File: src/common/swrid_map.vh
// Constants for the single-wire identity front end and its byte FIFO.
// Assumes inclusion by bare name from every file in core/.
//
// Summary of operation
// - Identity is 64 bits: family byte, 48-bit serial, check byte over the first 56.
// - Family code is a fixed byte in the lowest byte of the identity.
// - Memory commands are refused until a ROM command completes after bus reset.
// - After a ROM command only read memory, write memory and write protection codes are accepted.
// - Check byte uses generator x^8 + x^5 + x^4 + 1.
// - CRC accumulator starts from zero before the first bit.
// - CRC takes one bit at a time, family first LSB first, then serial.
// - Shifting in the stored check byte too leaves zero.
// - Every byte on the line travels least significant bit first.
// - Programming only clears ones to zeros; zeros never return to one. The core's RESET_N_I reloads every byte and protection bit with ones.
// - Sensing programming voltage raises an internal indication that gates programming.
// - ROM commands use the identity to select one device or search the line.
// - Memory is four 256-bit pages, each protectable against further programming.
// - Whole memory may be programmed then protected, or appended session by session.
// - Read data memory uses code F0h and streams from the given address.
`ifndef SWRID_MAP_VH
`define SWRID_MAP_VH

// ---------------------------------------------------------------
// CRC
// ---------------------------------------------------------------
`define SWRID_CRC_POLY 8'h8C
`define SWRID_CRC_INIT 8'h00

// ---------------------------------------------------------------
// Identity layout
// ---------------------------------------------------------------
`define SWRID_ID_BITS 64
`define SWRID_ID_BYTES 4'h8
`define SWRID_ID_LAST_BIT 6'h3F
`define SWRID_FAMILY_DEFAULT 8'h5A
`define SWRID_SERIAL_DEFAULT 48'h0000_0000_0001

// ---------------------------------------------------------------
// Command codes
// ---------------------------------------------------------------
`define SWRID_ROM_READ 8'h01
`define SWRID_ROM_MATCH 8'h02
`define SWRID_ROM_SEARCH 8'h03
`define SWRID_ROM_SKIP 8'h04
`define SWRID_CMD_READ_MEM 8'hF0
`define SWRID_CMD_WRITE_MEM 8'h0F
`define SWRID_CMD_WRITE_PROT 8'h5A

// ---------------------------------------------------------------
// Memory
// ---------------------------------------------------------------
`define SWRID_MEM_BYTES 128
`define SWRID_MEM_END 16'h0080
`define SWRID_ERASED 8'hFF
`define SWRID_PAGES 4
`define SWRID_PROT_RESET 4'hF
`define SWRID_PAGE_MSB 6
`define SWRID_PAGE_LSB 5

// ---------------------------------------------------------------
// FIFO
// ---------------------------------------------------------------
`define SWRID_FIFO_WIDTH 8
`define SWRID_FIFO_DEPTH 16
`define SWRID_FIFO_AW 4

`endif

File: src/core/swrid_core.v
// Slave-side single-wire identity and add-only memory front end.
// Assumes a slot decoder on the same clock that reports each time slot and
// each bus reset as one-cycle pulses; the programming-voltage sense is a pin.
`timescale 1ns/10ps
`include "swrid_map.vh"

module swrid_core #(
    parameter [7:0] FAMILY_CODE = `SWRID_FAMILY_DEFAULT,
    parameter [47:0] SERIAL_NUM = `SWRID_SERIAL_DEFAULT
) (
    input wire CORE_CLK_I,
    input wire RESET_N_I,
    input wire BUS_RESET_I,
    input wire SLOT_I,
    input wire SLOT_BIT_I,
    input wire PROG_SENSE_I,
    output reg TX_BIT_O,
    output reg PROG_DETECT_O,
    output reg ROM_DONE_O
);
    // ---------------------------------------------------------------
    // CRC helpers
    // ---------------------------------------------------------------
    function [7:0] crc_bit;
        input [7:0] c;
        input b;
        begin
            crc_bit = {1'b0, c[7:1]} ^ ((c[0] ^ b) ? `SWRID_CRC_POLY : 8'h00);
        end
    endfunction

    function [7:0] crc_byte;
        input [7:0] c;
        input [7:0] d;
        integer k;
        reg [7:0] r;
        begin
            r = c;
            for (k = 0; k < 8; k = k + 1) begin
                r = crc_bit(r, d[k]);
            end
            crc_byte = r;
        end
    endfunction

    function [7:0] crc_id;
        input [55:0] v;
        integer k;
        reg [7:0] r;
        begin
            r = `SWRID_CRC_INIT;
            for (k = 0; k < 56; k = k + 1) begin
                r = crc_bit(r, v[k]);
            end
            crc_id = r;
        end
    endfunction

    // Check byte sits on top, so shifting all 64 bits ends at zero
    localparam [7:0] ID_CRC = crc_id({SERIAL_NUM, FAMILY_CODE});
    localparam [63:0] ID_BITS = {ID_CRC, SERIAL_NUM, FAMILY_CODE};

    // ---------------------------------------------------------------
    // States
    // ---------------------------------------------------------------
    localparam [3:0] ST_ROM_CMD = 4'h0;
    localparam [3:0] ST_ID_TX = 4'h1;
    localparam [3:0] ST_MATCH = 4'h2;
    localparam [3:0] ST_SEARCH = 4'h3;
    localparam [3:0] ST_MEM_CMD = 4'h4;
    localparam [3:0] ST_ADDR = 4'h5;
    localparam [3:0] ST_RD_DATA = 4'h6;
    localparam [3:0] ST_WR_DATA = 4'h7;
    localparam [3:0] ST_WR_PUSH = 4'h8;
    localparam [3:0] ST_WR_PROG = 4'h9;
    localparam [3:0] ST_DEAD = 4'hA;

    reg [3:0] state_q;
    reg [7:0] rx_sr_q;
    reg [2:0] rx_cnt_q;
    reg [5:0] idx_q;
    reg [1:0] step_q;
    reg [1:0] sub_q;
    reg [7:0] cmd_q;
    reg [15:0] addr_q;
    reg addr_hi_q;
    reg [7:0] data_q;
    reg [7:0] echo_q;
    reg [7:0] crc_q;
    reg [7:0] tx_sr_q;
    reg [3:0] tx_cnt_q;
    reg [3:0] prot_q;
    reg [7:0] mem_q [0:`SWRID_MEM_BYTES-1];
    reg sync1_q;
    reg prog_prev_q;
    integer i;

    wire rx_state;
    wire byte_done;
    wire [7:0] rx_byte;
    wire tx_busy;
    wire fifo_in_ready;
    wire fifo_out_valid;
    wire [7:0] fifo_out_data;
    wire drained;
    wire in_range;
    wire prog_edge;
    wire id_bit;
    wire page_open;
    reg push_valid;
    reg [7:0] push_data;
    wire push_fire;

    assign rx_state = (state_q == ST_ROM_CMD) || (state_q == ST_MEM_CMD) ||
                      (state_q == ST_ADDR) || (state_q == ST_WR_DATA);
    assign byte_done = SLOT_I && rx_state && (rx_cnt_q == 3'h7);
    assign rx_byte = {SLOT_BIT_I, rx_sr_q[7:1]};
    assign tx_busy = (tx_cnt_q != 4'h0);
    assign drained = !fifo_out_valid && !tx_busy;
    assign in_range = (addr_q < `SWRID_MEM_END);
    assign prog_edge = PROG_DETECT_O && !prog_prev_q;
    assign id_bit = ID_BITS[idx_q];
    assign page_open = prot_q[addr_q[`SWRID_PAGE_MSB:`SWRID_PAGE_LSB]];
    assign push_fire = push_valid && fifo_in_ready;

    // ---------------------------------------------------------------
    // Programming-voltage sense
    // ---------------------------------------------------------------
    // Pin is asynchronous; only the second stage and its one-cycle delayed copy feed any logic
    always @(posedge CORE_CLK_I or negedge RESET_N_I) begin
        if (!RESET_N_I) begin
            sync1_q <= 1'b0;
            PROG_DETECT_O <= 1'b0;
            prog_prev_q <= 1'b0;
        end else begin
            sync1_q <= PROG_SENSE_I;
            PROG_DETECT_O <= sync1_q;
            prog_prev_q <= PROG_DETECT_O;
        end
    end

    // ---------------------------------------------------------------
    // Byte producer into the FIFO
    // ---------------------------------------------------------------
    always @* begin
        push_valid = 1'b0;
        push_data = 8'h00;
        case (state_q)
            ST_ID_TX: begin
                push_valid = (idx_q[3:0] != `SWRID_ID_BYTES);
                push_data = ID_BITS[{idx_q[2:0], 3'b000} +: 8];
            end
            ST_RD_DATA: begin
                push_valid = (sub_q != 2'h2);
                push_data = (sub_q == 2'h1 && in_range) ? mem_q[addr_q[6:0]] : crc_q;
            end
            ST_WR_PUSH: begin
                push_valid = (sub_q != 2'h2);
                push_data = (sub_q == 2'h0) ? crc_q : echo_q;
            end
            default: begin
                push_valid = 1'b0;
                push_data = 8'h00;
            end
        endcase
    end

    swrid_fifo #(
        .WIDTH(`SWRID_FIFO_WIDTH),
        .DEPTH(`SWRID_FIFO_DEPTH),
        .AW(`SWRID_FIFO_AW)
    ) u_fifo (
        .clk_i(CORE_CLK_I),
        .rst_n_i(RESET_N_I),
        .flush_i(BUS_RESET_I),
        .in_valid_i(push_valid),
        .in_data_i(push_data),
        .in_ready_o(fifo_in_ready),
        .out_valid_o(fifo_out_valid),
        .out_data_o(fifo_out_data),
        .out_ready_i(!tx_busy)
    );

    // ---------------------------------------------------------------
    // Bit transmitter
    // ---------------------------------------------------------------
    // Idle slots read as one because the device simply leaves the line released
    always @(posedge CORE_CLK_I or negedge RESET_N_I) begin
        if (!RESET_N_I) begin
            tx_sr_q <= 8'hFF;
            tx_cnt_q <= 4'h0;
            TX_BIT_O <= 1'b1;
        end else begin
            if (BUS_RESET_I) begin
                tx_cnt_q <= 4'h0;
            end else if (!tx_busy && fifo_out_valid) begin
                tx_sr_q <= fifo_out_data;
                tx_cnt_q <= 4'h8;
            end else if (SLOT_I && tx_busy && !rx_state && state_q != ST_SEARCH) begin
                tx_sr_q <= {1'b1, tx_sr_q[7:1]};
                tx_cnt_q <= tx_cnt_q - 4'h1;
            end
            if (state_q == ST_SEARCH && step_q != 2'h2) begin
                TX_BIT_O <= id_bit ^ step_q[0];
            end else if (tx_busy && !BUS_RESET_I) begin
                TX_BIT_O <= tx_sr_q[0];
            end else begin
                TX_BIT_O <= 1'b1;
            end
        end
    end

    // ---------------------------------------------------------------
    // Command sequencer and memory
    // ---------------------------------------------------------------
    always @(posedge CORE_CLK_I or negedge RESET_N_I) begin
        if (!RESET_N_I) begin
            state_q <= ST_ROM_CMD;
            rx_sr_q <= 8'h00;
            rx_cnt_q <= 3'h0;
            idx_q <= 6'h00;
            step_q <= 2'h0;
            sub_q <= 2'h0;
            cmd_q <= 8'h00;
            addr_q <= 16'h0000;
            addr_hi_q <= 1'b0;
            data_q <= 8'h00;
            echo_q <= 8'h00;
            crc_q <= `SWRID_CRC_INIT;
            prot_q <= `SWRID_PROT_RESET;
            ROM_DONE_O <= 1'b0;
            for (i = 0; i < `SWRID_MEM_BYTES; i = i + 1) begin
                mem_q[i] <= `SWRID_ERASED;
            end
        end else if (BUS_RESET_I) begin
            state_q <= ST_ROM_CMD;
            rx_cnt_q <= 3'h0;
            ROM_DONE_O <= 1'b0;
        end else begin
            if (SLOT_I && rx_state) begin
                rx_sr_q <= rx_byte;
                rx_cnt_q <= rx_cnt_q + 3'h1;
            end
            case (state_q)
                ST_ROM_CMD: begin
                    if (byte_done) begin
                        idx_q <= 6'h00;
                        step_q <= 2'h0;
                        case (rx_byte)
                            `SWRID_ROM_READ: state_q <= ST_ID_TX;
                            `SWRID_ROM_MATCH: state_q <= ST_MATCH;
                            `SWRID_ROM_SEARCH: state_q <= ST_SEARCH;
                            `SWRID_ROM_SKIP: begin
                                state_q <= ST_MEM_CMD;
                                ROM_DONE_O <= 1'b1;
                            end
                            default: state_q <= ST_DEAD;
                        endcase
                    end
                end
                ST_ID_TX: begin
                    if (push_fire) begin
                        idx_q <= idx_q + 6'h01;
                    end else if (!push_valid && drained) begin
                        state_q <= ST_MEM_CMD;
                        ROM_DONE_O <= 1'b1;
                    end
                end
                ST_MATCH: begin
                    if (SLOT_I) begin
                        if (SLOT_BIT_I != id_bit) begin
                            state_q <= ST_DEAD;
                        end else if (idx_q == `SWRID_ID_LAST_BIT) begin
                            state_q <= ST_MEM_CMD;
                            ROM_DONE_O <= 1'b1;
                        end else begin
                            idx_q <= idx_q + 6'h01;
                        end
                    end
                end
                ST_SEARCH: begin
                    if (SLOT_I) begin
                        if (step_q != 2'h2) begin
                            step_q <= step_q + 2'h1;
                        end else begin
                            step_q <= 2'h0;
                            if (SLOT_BIT_I != id_bit) begin
                                state_q <= ST_DEAD;
                            end else if (idx_q == `SWRID_ID_LAST_BIT) begin
                                state_q <= ST_MEM_CMD;
                                ROM_DONE_O <= 1'b1;
                            end else begin
                                idx_q <= idx_q + 6'h01;
                            end
                        end
                    end
                end
                ST_MEM_CMD: begin
                    // Only reachable through a finished ROM command
                    if (byte_done) begin
                        cmd_q <= rx_byte;
                        crc_q <= crc_byte(`SWRID_CRC_INIT, rx_byte);
                        addr_hi_q <= 1'b0;
                        if (rx_byte == `SWRID_CMD_READ_MEM || rx_byte == `SWRID_CMD_WRITE_MEM ||
                            rx_byte == `SWRID_CMD_WRITE_PROT) begin
                            state_q <= ST_ADDR;
                        end else begin
                            state_q <= ST_DEAD;
                        end
                    end
                end
                ST_ADDR: begin
                    if (byte_done) begin
                        crc_q <= crc_byte(crc_q, rx_byte);
                        addr_hi_q <= 1'b1;
                        if (!addr_hi_q) begin
                            addr_q[7:0] <= rx_byte;
                        end else begin
                            addr_q[15:8] <= rx_byte;
                            sub_q <= 2'h0;
                            state_q <= (cmd_q == `SWRID_CMD_READ_MEM) ? ST_RD_DATA : ST_WR_DATA;
                        end
                    end
                end
                ST_RD_DATA: begin
                    if (push_fire) begin
                        if (sub_q == 2'h0) begin
                            sub_q <= 2'h1;
                            crc_q <= `SWRID_CRC_INIT;
                        end else if (in_range) begin
                            crc_q <= crc_byte(crc_q, mem_q[addr_q[6:0]]);
                            addr_q <= addr_q + 16'h0001;
                        end else begin
                            sub_q <= 2'h2;
                            state_q <= ST_DEAD;
                        end
                    end
                end
                ST_WR_DATA: begin
                    if (byte_done) begin
                        data_q <= rx_byte;
                        crc_q <= crc_byte(crc_q, rx_byte);
                        sub_q <= 2'h0;
                        state_q <= ST_WR_PUSH;
                    end
                end
                ST_WR_PUSH: begin
                    if (push_fire) begin
                        if (sub_q == 2'h0) begin
                            state_q <= ST_WR_PROG;
                        end else begin
                            addr_q <= addr_q + 16'h0001;
                            crc_q <= `SWRID_CRC_INIT;
                            sub_q <= 2'h2;
                        end
                    end else if (sub_q == 2'h2 && drained) begin
                        // Readback leaves first, or its read slots would be taken as the next data byte
                        state_q <= ST_WR_DATA;
                    end
                end
                ST_WR_PROG: begin
                    // Program only on a fresh voltage pulse, after normal-level traffic
                    if (prog_edge) begin
                        sub_q <= 2'h1;
                        state_q <= ST_WR_PUSH;
                        if (cmd_q == `SWRID_CMD_WRITE_PROT) begin
                            prot_q <= prot_q & data_q[3:0];
                            echo_q <= {4'h0, prot_q & data_q[3:0]};
                        end else if (!in_range) begin
                            echo_q <= `SWRID_ERASED;
                        end else if (page_open) begin
                            mem_q[addr_q[6:0]] <= mem_q[addr_q[6:0]] & data_q;
                            echo_q <= mem_q[addr_q[6:0]] & data_q;
                        end else begin
                            echo_q <= mem_q[addr_q[6:0]];
                        end
                    end
                end
                ST_DEAD: begin
                    state_q <= ST_DEAD;
                end
                default: begin
                    state_q <= ST_DEAD;
                end
            endcase
        end
    end
endmodule

File: src/core/swrid_fifo.v
// Byte FIFO between the memory/identity producer and the bit transmitter.
// Assumes one clock; flush empties it in one edge.
`timescale 1ns/10ps
`include "swrid_map.vh"

module swrid_fifo #(
    parameter WIDTH = `SWRID_FIFO_WIDTH,
    parameter DEPTH = `SWRID_FIFO_DEPTH,
    parameter AW = `SWRID_FIFO_AW
) (
    input wire clk_i,
    input wire rst_n_i,
    input wire flush_i,
    input wire in_valid_i,
    input wire [WIDTH-1:0] in_data_i,
    output wire in_ready_o,
    output wire out_valid_o,
    output wire [WIDTH-1:0] out_data_o,
    input wire out_ready_i
);
    reg [WIDTH-1:0] buf_q [0:DEPTH-1];
    reg [AW-1:0] wr_q;
    reg [AW-1:0] rd_q;
    reg [AW:0] cnt_q;
    wire push;
    wire pop;

    assign in_ready_o = (cnt_q != DEPTH[AW:0]);
    assign out_valid_o = (cnt_q != {(AW+1){1'b0}});
    assign out_data_o = buf_q[rd_q];
    assign push = in_valid_i & in_ready_o;
    assign pop = out_valid_o & out_ready_i;

    always @(posedge clk_i) begin
        if (push) begin
            buf_q[wr_q] <= in_data_i;
        end
    end

    always @(posedge clk_i or negedge rst_n_i) begin
        if (!rst_n_i) begin
            wr_q <= {AW{1'b0}};
            rd_q <= {AW{1'b0}};
            cnt_q <= {(AW+1){1'b0}};
        end else if (flush_i) begin
            wr_q <= {AW{1'b0}};
            rd_q <= {AW{1'b0}};
            cnt_q <= {(AW+1){1'b0}};
        end else begin
            if (push) begin
                wr_q <= wr_q + {{(AW-1){1'b0}}, 1'b1};
            end
            if (pop) begin
                rd_q <= rd_q + {{(AW-1){1'b0}}, 1'b1};
            end
            if (push && !pop) begin
                cnt_q <= cnt_q + {{AW{1'b0}}, 1'b1};
            end else if (pop && !push) begin
                cnt_q <= cnt_q - {{AW{1'b0}}, 1'b1};
            end
        end
    end
endmodule

File: config.mk
export PLATFORM = sky130hd
export DESIGN_NAME = swrid_core
export DESIGN_NICKNAME = d
export VERILOG_FILES = /design/src/core/swrid_core.v /design/src/core/swrid_fifo.v
export VERILOG_INCLUDE_DIRS = /design/src /design/src/common
export SDC_FILE = /design/constraint.sdc
export NUM_CORES = 2
export LEC_CHECK = 0
export BUFFER_PORTS_ARGS = -buffer_cell sky130_fd_sc_hd__buf_2
export CAP_MARGIN = 30
export CORE_MARGIN = 2
export CORE_UTILIZATION = 25
export DETAILED_ROUTE_END_ITERATION = 7
export GPL_TIMING_DRIVEN = 1
export MAX_ROUTING_LAYER = met4
export PLACE_DENSITY_LB_ADDON = 0.3
export SYNTH_ARGS = -nofsm -noshare
export SYNTH_HDL_FRONTEND = slang
export SYNTH_SLANG_ARGS = --single-unit
File: constraint.sdc
create_clock -name CORE_CLK_I -period 5.06 [get_ports CORE_CLK_I]
set_input_delay 0 -clock CORE_CLK_I [delete_from_list [all_inputs] [get_ports CORE_CLK_I]]
set_output_delay 0 -clock CORE_CLK_I [all_outputs]
set_load 0.005 [all_outputs]
==> load_flow_metrics.sql <==
INSERT INTO impl_metrics (metric_group, metric, value, unit) VALUES
('status', 'status', 'finished clean', ''),
('placed_design', 'dpl-instance-area', '62460', 'um2'),
('finish', 'syn_to_final_growth', '15.77', '%'),
('worst_setup_path', 'path_depth_of_the_worst_reg2reg_path', '12', ''),
('detailed_routing', 'ant_nets', '0', ''),
('floorplan', 'initial_utilization', '25.20', '%'),
('floorplan', 'std_cell_rows', '176', ''),
('worst_setup_path', 'worstReg2RegEnd', 'crc_q[2]$_DFFE_PN0P_', ''),
('pwr', 'comb_power_share', '33.1', '%'),
('timing', 'final_critical_path_setup_slack', '0.2266', 'ns'),
('worst_setup_path', 'timing.critical_path.to_type', 'register', ''),
('worst_setup_path', 'crit_path_max_incr_delay', '0.70', 'ns'),
('pwr', 'seq_power_share', '34.9', '%'),
('timing', 'timing_hold_violations_final', '0', ''),
('clocking', 'postCtsSetupRepairBufs', '0', ''),
('yosys', 'syn_nets', '5540', ''),
('grt', 'initial_antenna_violation_count', '2', ''),
('yosys', 'synth-async-reset-ratio', '89.83', '%'),
('pwr', 'p_sw_share', '36.88', '%'),
('timing', 'layout_worst_path_cycle_share', '95.52', '%'),
('grt', 'grt_pass1_wl', '297800', 'um'),
('pwr', 'total_switching_power', '0.01208', 'W'),
('floorplan', 'die_y', '486.1', 'um'),
('finish', 'drive_gt1_share', '31.48', '%'),
('worst_setup_path', 'worstPathRequired', '5.78', 'ns'),
('worst_setup_path', 'critical_path.cell_chain', 'buf_4 > mux2_2 > a221o_1 > a22oi_1 > o22ai_1 > nor4_1 > buf_4 > nand4_1 > xor2_1 > xnor3_2 > mux2_4 > nor2_2', ''),
('placed_design', 'pre_cts_slack', '0.3308', 'ns'),
('worst_setup_path', 'timing.critical_path.slowest_stage_cell', 'sky130_fd_sc_hd__dfrtp_4', ''),
('timing', 'maxClockFrequency', '206.9', 'MHz'),
('worst_setup_path', 'cp_data_arrival_time', '5.55', 'ns'),
('timing', 'rsz0062_at_grt', 'false', ''),
('yosys', 'post_synth_instance_area', '58100', 'um2'),
('timing', 'fin_setup_tns', '0', 'ns'),
('detailed_routing', 'via_count', '43058', ''),
('yosys', 'yosysWarnings', '0', ''),
('floorplan', 'core_area', '230600', 'um2'),
('yosys', 'synth_top_cell_by_area', 'sky130_fd_sc_hd__dfstp_2', ''),
('clocking', 'worst_skew_pair.late_latency', '0.80', 'ns'),
('yosys', 'synth_flop_cell', 'sky130_fd_sc_hd__dfstp_2', ''),
('clocking', 'clk_pin_slew', '0.06', 'ns'),
('clocking', 'cts_sinks', '1259', ''),
('finish', 'final_nets', '5479', ''),
('clocking', 'cts_root_buffer', 'sky130_fd_sc_hd__clkbuf_16', ''),
('worst_setup_path', 'critPathCapture', 'crc_q[2]$_DFFE_PN0P_', ''),
('grt', 'global_route.overflow_total', '0', ''),
('detailed_routing', 'starting_drc_count_in_detailed_routing', '4029', ''),
('grt', 'via_count_of_the_first_global_routing_pass', '41905', ''),
('job', 'cap_viol_max_count', '0', ''),
('detailed_routing', 'drt_first_pass_iters', '5', ''),
('clocking', 'hold_buffers', '6', ''),
('yosys', 'proportion_of_synthesized_chip_area_in_sequential_cells', '57.57', '%'),
('yosys', 'ys_seq_elements', '1259', ''),
('grt', 'grt_max_degree', '176', ''),
('placed_design', 'place.detailed.hpwl', '131200', 'um'),
('grt', 'grt_util_all_layers', '17.26', '%'),
('clocking', 'max-clock-path-buffers', '3', ''),
('worst_setup_path', 'cpMostUsedCell', 'sky130_fd_sc_hd__buf_4', ''),
('finish', 'multi_input_comb_area', '22720', 'um2'),
('finish', 'layout.filler_cells', '23702', ''),
('worst_setup_path', 'worst-setup-path-type', 'register to register', ''),
('detailed_routing', 'detail_route.wl_per_cell', '23.38', 'um'),
('pwr', 'cellInternalPower', '0.02068', 'W'),
('yosys', 'synth_enable_flop_cells', '128', ''),
('worst_setup_path', 'worstReg2RegStart', 'addr_q[1]$_DFFE_PN0P_', ''),
('timing', 'worst_pin_slew', '1.218', 'ns'),
('clocking', 'post_cts_resize_count', '0', ''),
('worst_setup_path', 'critPathLaunchType', 'register', ''),
('yosys', 'synth_top_area_share', '46.90', '%'),
('timing', 'setup_viol_count_final', '0', ''),
('clocking', 'tritoncts', 'built', ''),
('placed_design', 'routabilityCongestion', '0.9196', '');
layer usage:
metal,vias up,GRT usage [%],wire length (um)
li1,19459,-,-
met1,21858,23.49,91110
met2,1389,26.09,90580
met4,0,5.946,7080
met3,352,2.677,12250
met5,-,-,0
critical path, delay by kind of cell (launching register included):
kind,cells,cell delay [ns]
AO/OA/AOI/OAI,3,1.03
AND/OR/NAND/NOR,3,0.86
XOR/XNOR,2,0.79
multiplexers,2,0.71
flip-flops,1,0.70
buffers and inverters,2,0.64
placed cells by master (no fill, tap or decap), types with 11 or more instances in the layout:
| cell | Yosys | layout |
|---|---|---|
| sky130_fd_sc_hd__a211oi_1 | 16 | 16 |
| sky130_fd_sc_hd__a21oi_1 | 77 | 76 |
| sky130_fd_sc_hd__a221o_1 | 27 | 27 |
| sky130_fd_sc_hd__a221oi_1 | 112 | 112 |
| sky130_fd_sc_hd__a22o_1 | 18 | 18 |
| sky130_fd_sc_hd__a22oi_1 | 73 | 73 |
| sky130_fd_sc_hd__a31oi_1 | 18 | 18 |
| sky130_fd_sc_hd__and2_1 | 23 | 21 |
| sky130_fd_sc_hd__and3_1 | 11 | 11 |
| sky130_fd_sc_hd__buf_12 | 2 | 45 |
| sky130_fd_sc_hd__buf_4 | 17 | 191 |
| sky130_fd_sc_hd__clkbuf_1 | 349 | 52 |
| sky130_fd_sc_hd__clkbuf_16 | 0 | 150 |
| sky130_fd_sc_hd__clkbuf_8 | 0 | 33 |
| sky130_fd_sc_hd__clkinv_2 | 0 | 14 |
| sky130_fd_sc_hd__dfrtp_1 | 94 | 88 |
| sky130_fd_sc_hd__dfstp_2 | 1037 | 1037 |
| sky130_fd_sc_hd__edfxtp_1 | 128 | 128 |
| sky130_fd_sc_hd__ha_1 | 21 | 21 |
| sky130_fd_sc_hd__inv_1 | 26 | 24 |
| sky130_fd_sc_hd__mux2_2 | 93 | 93 |
| sky130_fd_sc_hd__mux2i_1 | 147 | 147 |
| sky130_fd_sc_hd__mux4_2 | 103 | 103 |
| sky130_fd_sc_hd__nand2_1 | 1303 | 1296 |
| sky130_fd_sc_hd__nand2b_1 | 17 | 16 |
| sky130_fd_sc_hd__nand3_1 | 34 | 34 |
| sky130_fd_sc_hd__nand4_1 | 11 | 11 |
| sky130_fd_sc_hd__nor2_1 | 149 | 144 |
| sky130_fd_sc_hd__nor2b_1 | 19 | 14 |
| sky130_fd_sc_hd__nor3_1 | 30 | 28 |
| sky130_fd_sc_hd__o21ai_0 | 1122 | 1122 |
| sky130_fd_sc_hd__o221ai_1 | 26 | 26 |
| sky130_fd_sc_hd__o22a_1 | 20 | 20 |
| sky130_fd_sc_hd__o22ai_1 | 54 | 54 |
| sky130_fd_sc_hd__xnor2_1 | 35 | 35 |
| sky130_fd_sc_hd__xor2_1 | 24 | 24 |
final cells by class:
cell class | count | share of cell area [%]
timing repair buffer | 251 | 3.643
clock inverter | 27 | 0.4762
sequential | 1259 | 49.75
multi-input combinational | 3766 | 33.79
inverter | 28 | 0.1581
tap | 3026 | 5.629
clock buffer | 235 | 6.546
antenna | 4 | 0.01488
cells by family (layout without fill, tap and decap cells):
family / Yosys count / count (layout) / share of synthesized area [%]
AND/OR/NAND/NOR: 1657 / 1657 / 11.63
multiplexers: 351 / 351 / 8.619
other: 0 / 4 / 0
flip-flops: 1259 / 1259 / 57.57
adder cells (fa/ha/maj): 22 / 22 / 0.4867
XOR/XNOR: 64 / 64 / 1.064
buffers and inverters: 487 / 541 / 3.670
AO/OA/AOI/OAI: 1672 / 1672 / 16.96
state kept, by name (all words and copies together) (netlist names), 3 cells and up:
register and count:
addr_q 16, cmd_q 8, crc_q 8, data_q 8, echo_q 8, idx_q 6
mem_q 1024, prot_q 4, rx_cnt_q 3, rx_sr_q 7, state_q 4, tx_cnt_q 4
tx_sr_q 8, u_fifo.buf_q 128, u_fifo.cnt_q 5, u_fifo.rd_q 4, u_fifo.wr_q 4
stage by stage:
| step | total power, W | instances | utilization (%) |
|---|---|---|---|
| final | 0.03276 | 8596 | 29.17 |
| after global routing | 0.03388 | 8594 | 29.17 |
| after CTS | 0.03282 | 8591 | 29.16 |
| after detailed placement | 0.02220 | 8323 | 27.09 |
| after global placement | 0.02221 | 8322 | 27.09 |
| after floorplan | 0.01743 | 5512 | - |
synth_stat cells, types with 8 or more instances:
cell / n
sky130_fd_sc_hd__nand2_1: 1303
sky130_fd_sc_hd__o21ai_0: 1122
sky130_fd_sc_hd__dfstp_2: 1037
sky130_fd_sc_hd__clkbuf_1: 349
sky130_fd_sc_hd__nor2_1: 149
sky130_fd_sc_hd__mux2i_1: 147
sky130_fd_sc_hd__edfxtp_1: 128
sky130_fd_sc_hd__a221oi_1: 112
sky130_fd_sc_hd__mux4_2: 103
sky130_fd_sc_hd__dfrtp_1: 94
sky130_fd_sc_hd__mux2_2: 93
sky130_fd_sc_hd__a21oi_1: 77
sky130_fd_sc_hd__a22oi_1: 73
sky130_fd_sc_hd__buf_2: 54
sky130_fd_sc_hd__o22ai_1: 54
sky130_fd_sc_hd__xnor2_1: 35
sky130_fd_sc_hd__nand3_1: 34
sky130_fd_sc_hd__nor3_1: 30
sky130_fd_sc_hd__a221o_1: 27
sky130_fd_sc_hd__inv_1: 26
sky130_fd_sc_hd__o221ai_1: 26
sky130_fd_sc_hd__xor2_1: 24
sky130_fd_sc_hd__and2_1: 23
sky130_fd_sc_hd__ha_1: 21
sky130_fd_sc_hd__o22a_1: 20
sky130_fd_sc_hd__buf_1: 19
sky130_fd_sc_hd__nor2b_1: 19
sky130_fd_sc_hd__a22o_1: 18
sky130_fd_sc_hd__a31oi_1: 18
sky130_fd_sc_hd__buf_4: 17
sky130_fd_sc_hd__nand2b_1: 17
sky130_fd_sc_hd__a211oi_1: 16
sky130_fd_sc_hd__buf_6: 14
sky130_fd_sc_hd__and3_1: 11
sky130_fd_sc_hd__nand4_1: 11
sky130_fd_sc_hd__a21o_1: 10
sky130_fd_sc_hd__o31ai_1: 10
sky130_fd_sc_hd__a222oi_1: 9
sky130_fd_sc_hd__a2111oi_0: 8
sky130_fd_sc_hd__nor4_1: 8
sky130_fd_sc_hd__o2bb2ai_1: 8
worst min-delay path by stage:
stage / cells past startpoint / slack (ns) / end / startpoint
2_1_floorplan: 0 / -0.30 / PROG_DETECT_O$_DFF_PN0_ / RESET_N_I
3_5_place_dp: 1 / 0.11 / sync1_q$_DFF_PN0_ / PROG_SENSE_I
6_report: 4 / 0.19 / rx_sr_q[7]$_DFFE_PN0P_ / SLOT_BIT_I
5_1_grt: 4 / 0.21 / rx_sr_q[7]$_DFFE_PN0P_ / SLOT_BIT_I
4_1_cts: 4 / 0.17 / rx_sr_q[7]$_DFFE_PN0P_ / SLOT_BIT_I
3_3_place_gp: 1 / 0.11 / sync1_q$_DFF_PN0_ / PROG_SENSE_I
power by group through the flow:
| stage | Combinational [W] | Clock (W) | Sequential, W |
|---|---|---|---|
| after floorplan | 0.00635 | 0 | 0.0111 |
| after global placement | 0.0106 | 0 | 0.0116 |
| after detailed placement | 0.0106 | 0 | 0.0116 |
| after CTS | 0.0107 | 0.0107 | 0.0114 |
| after global routing | 0.0113 | 0.0111 | 0.0115 |
| final | 0.0108 | 0.0105 | 0.0114 |
Power figures use the tool's default switching activity.
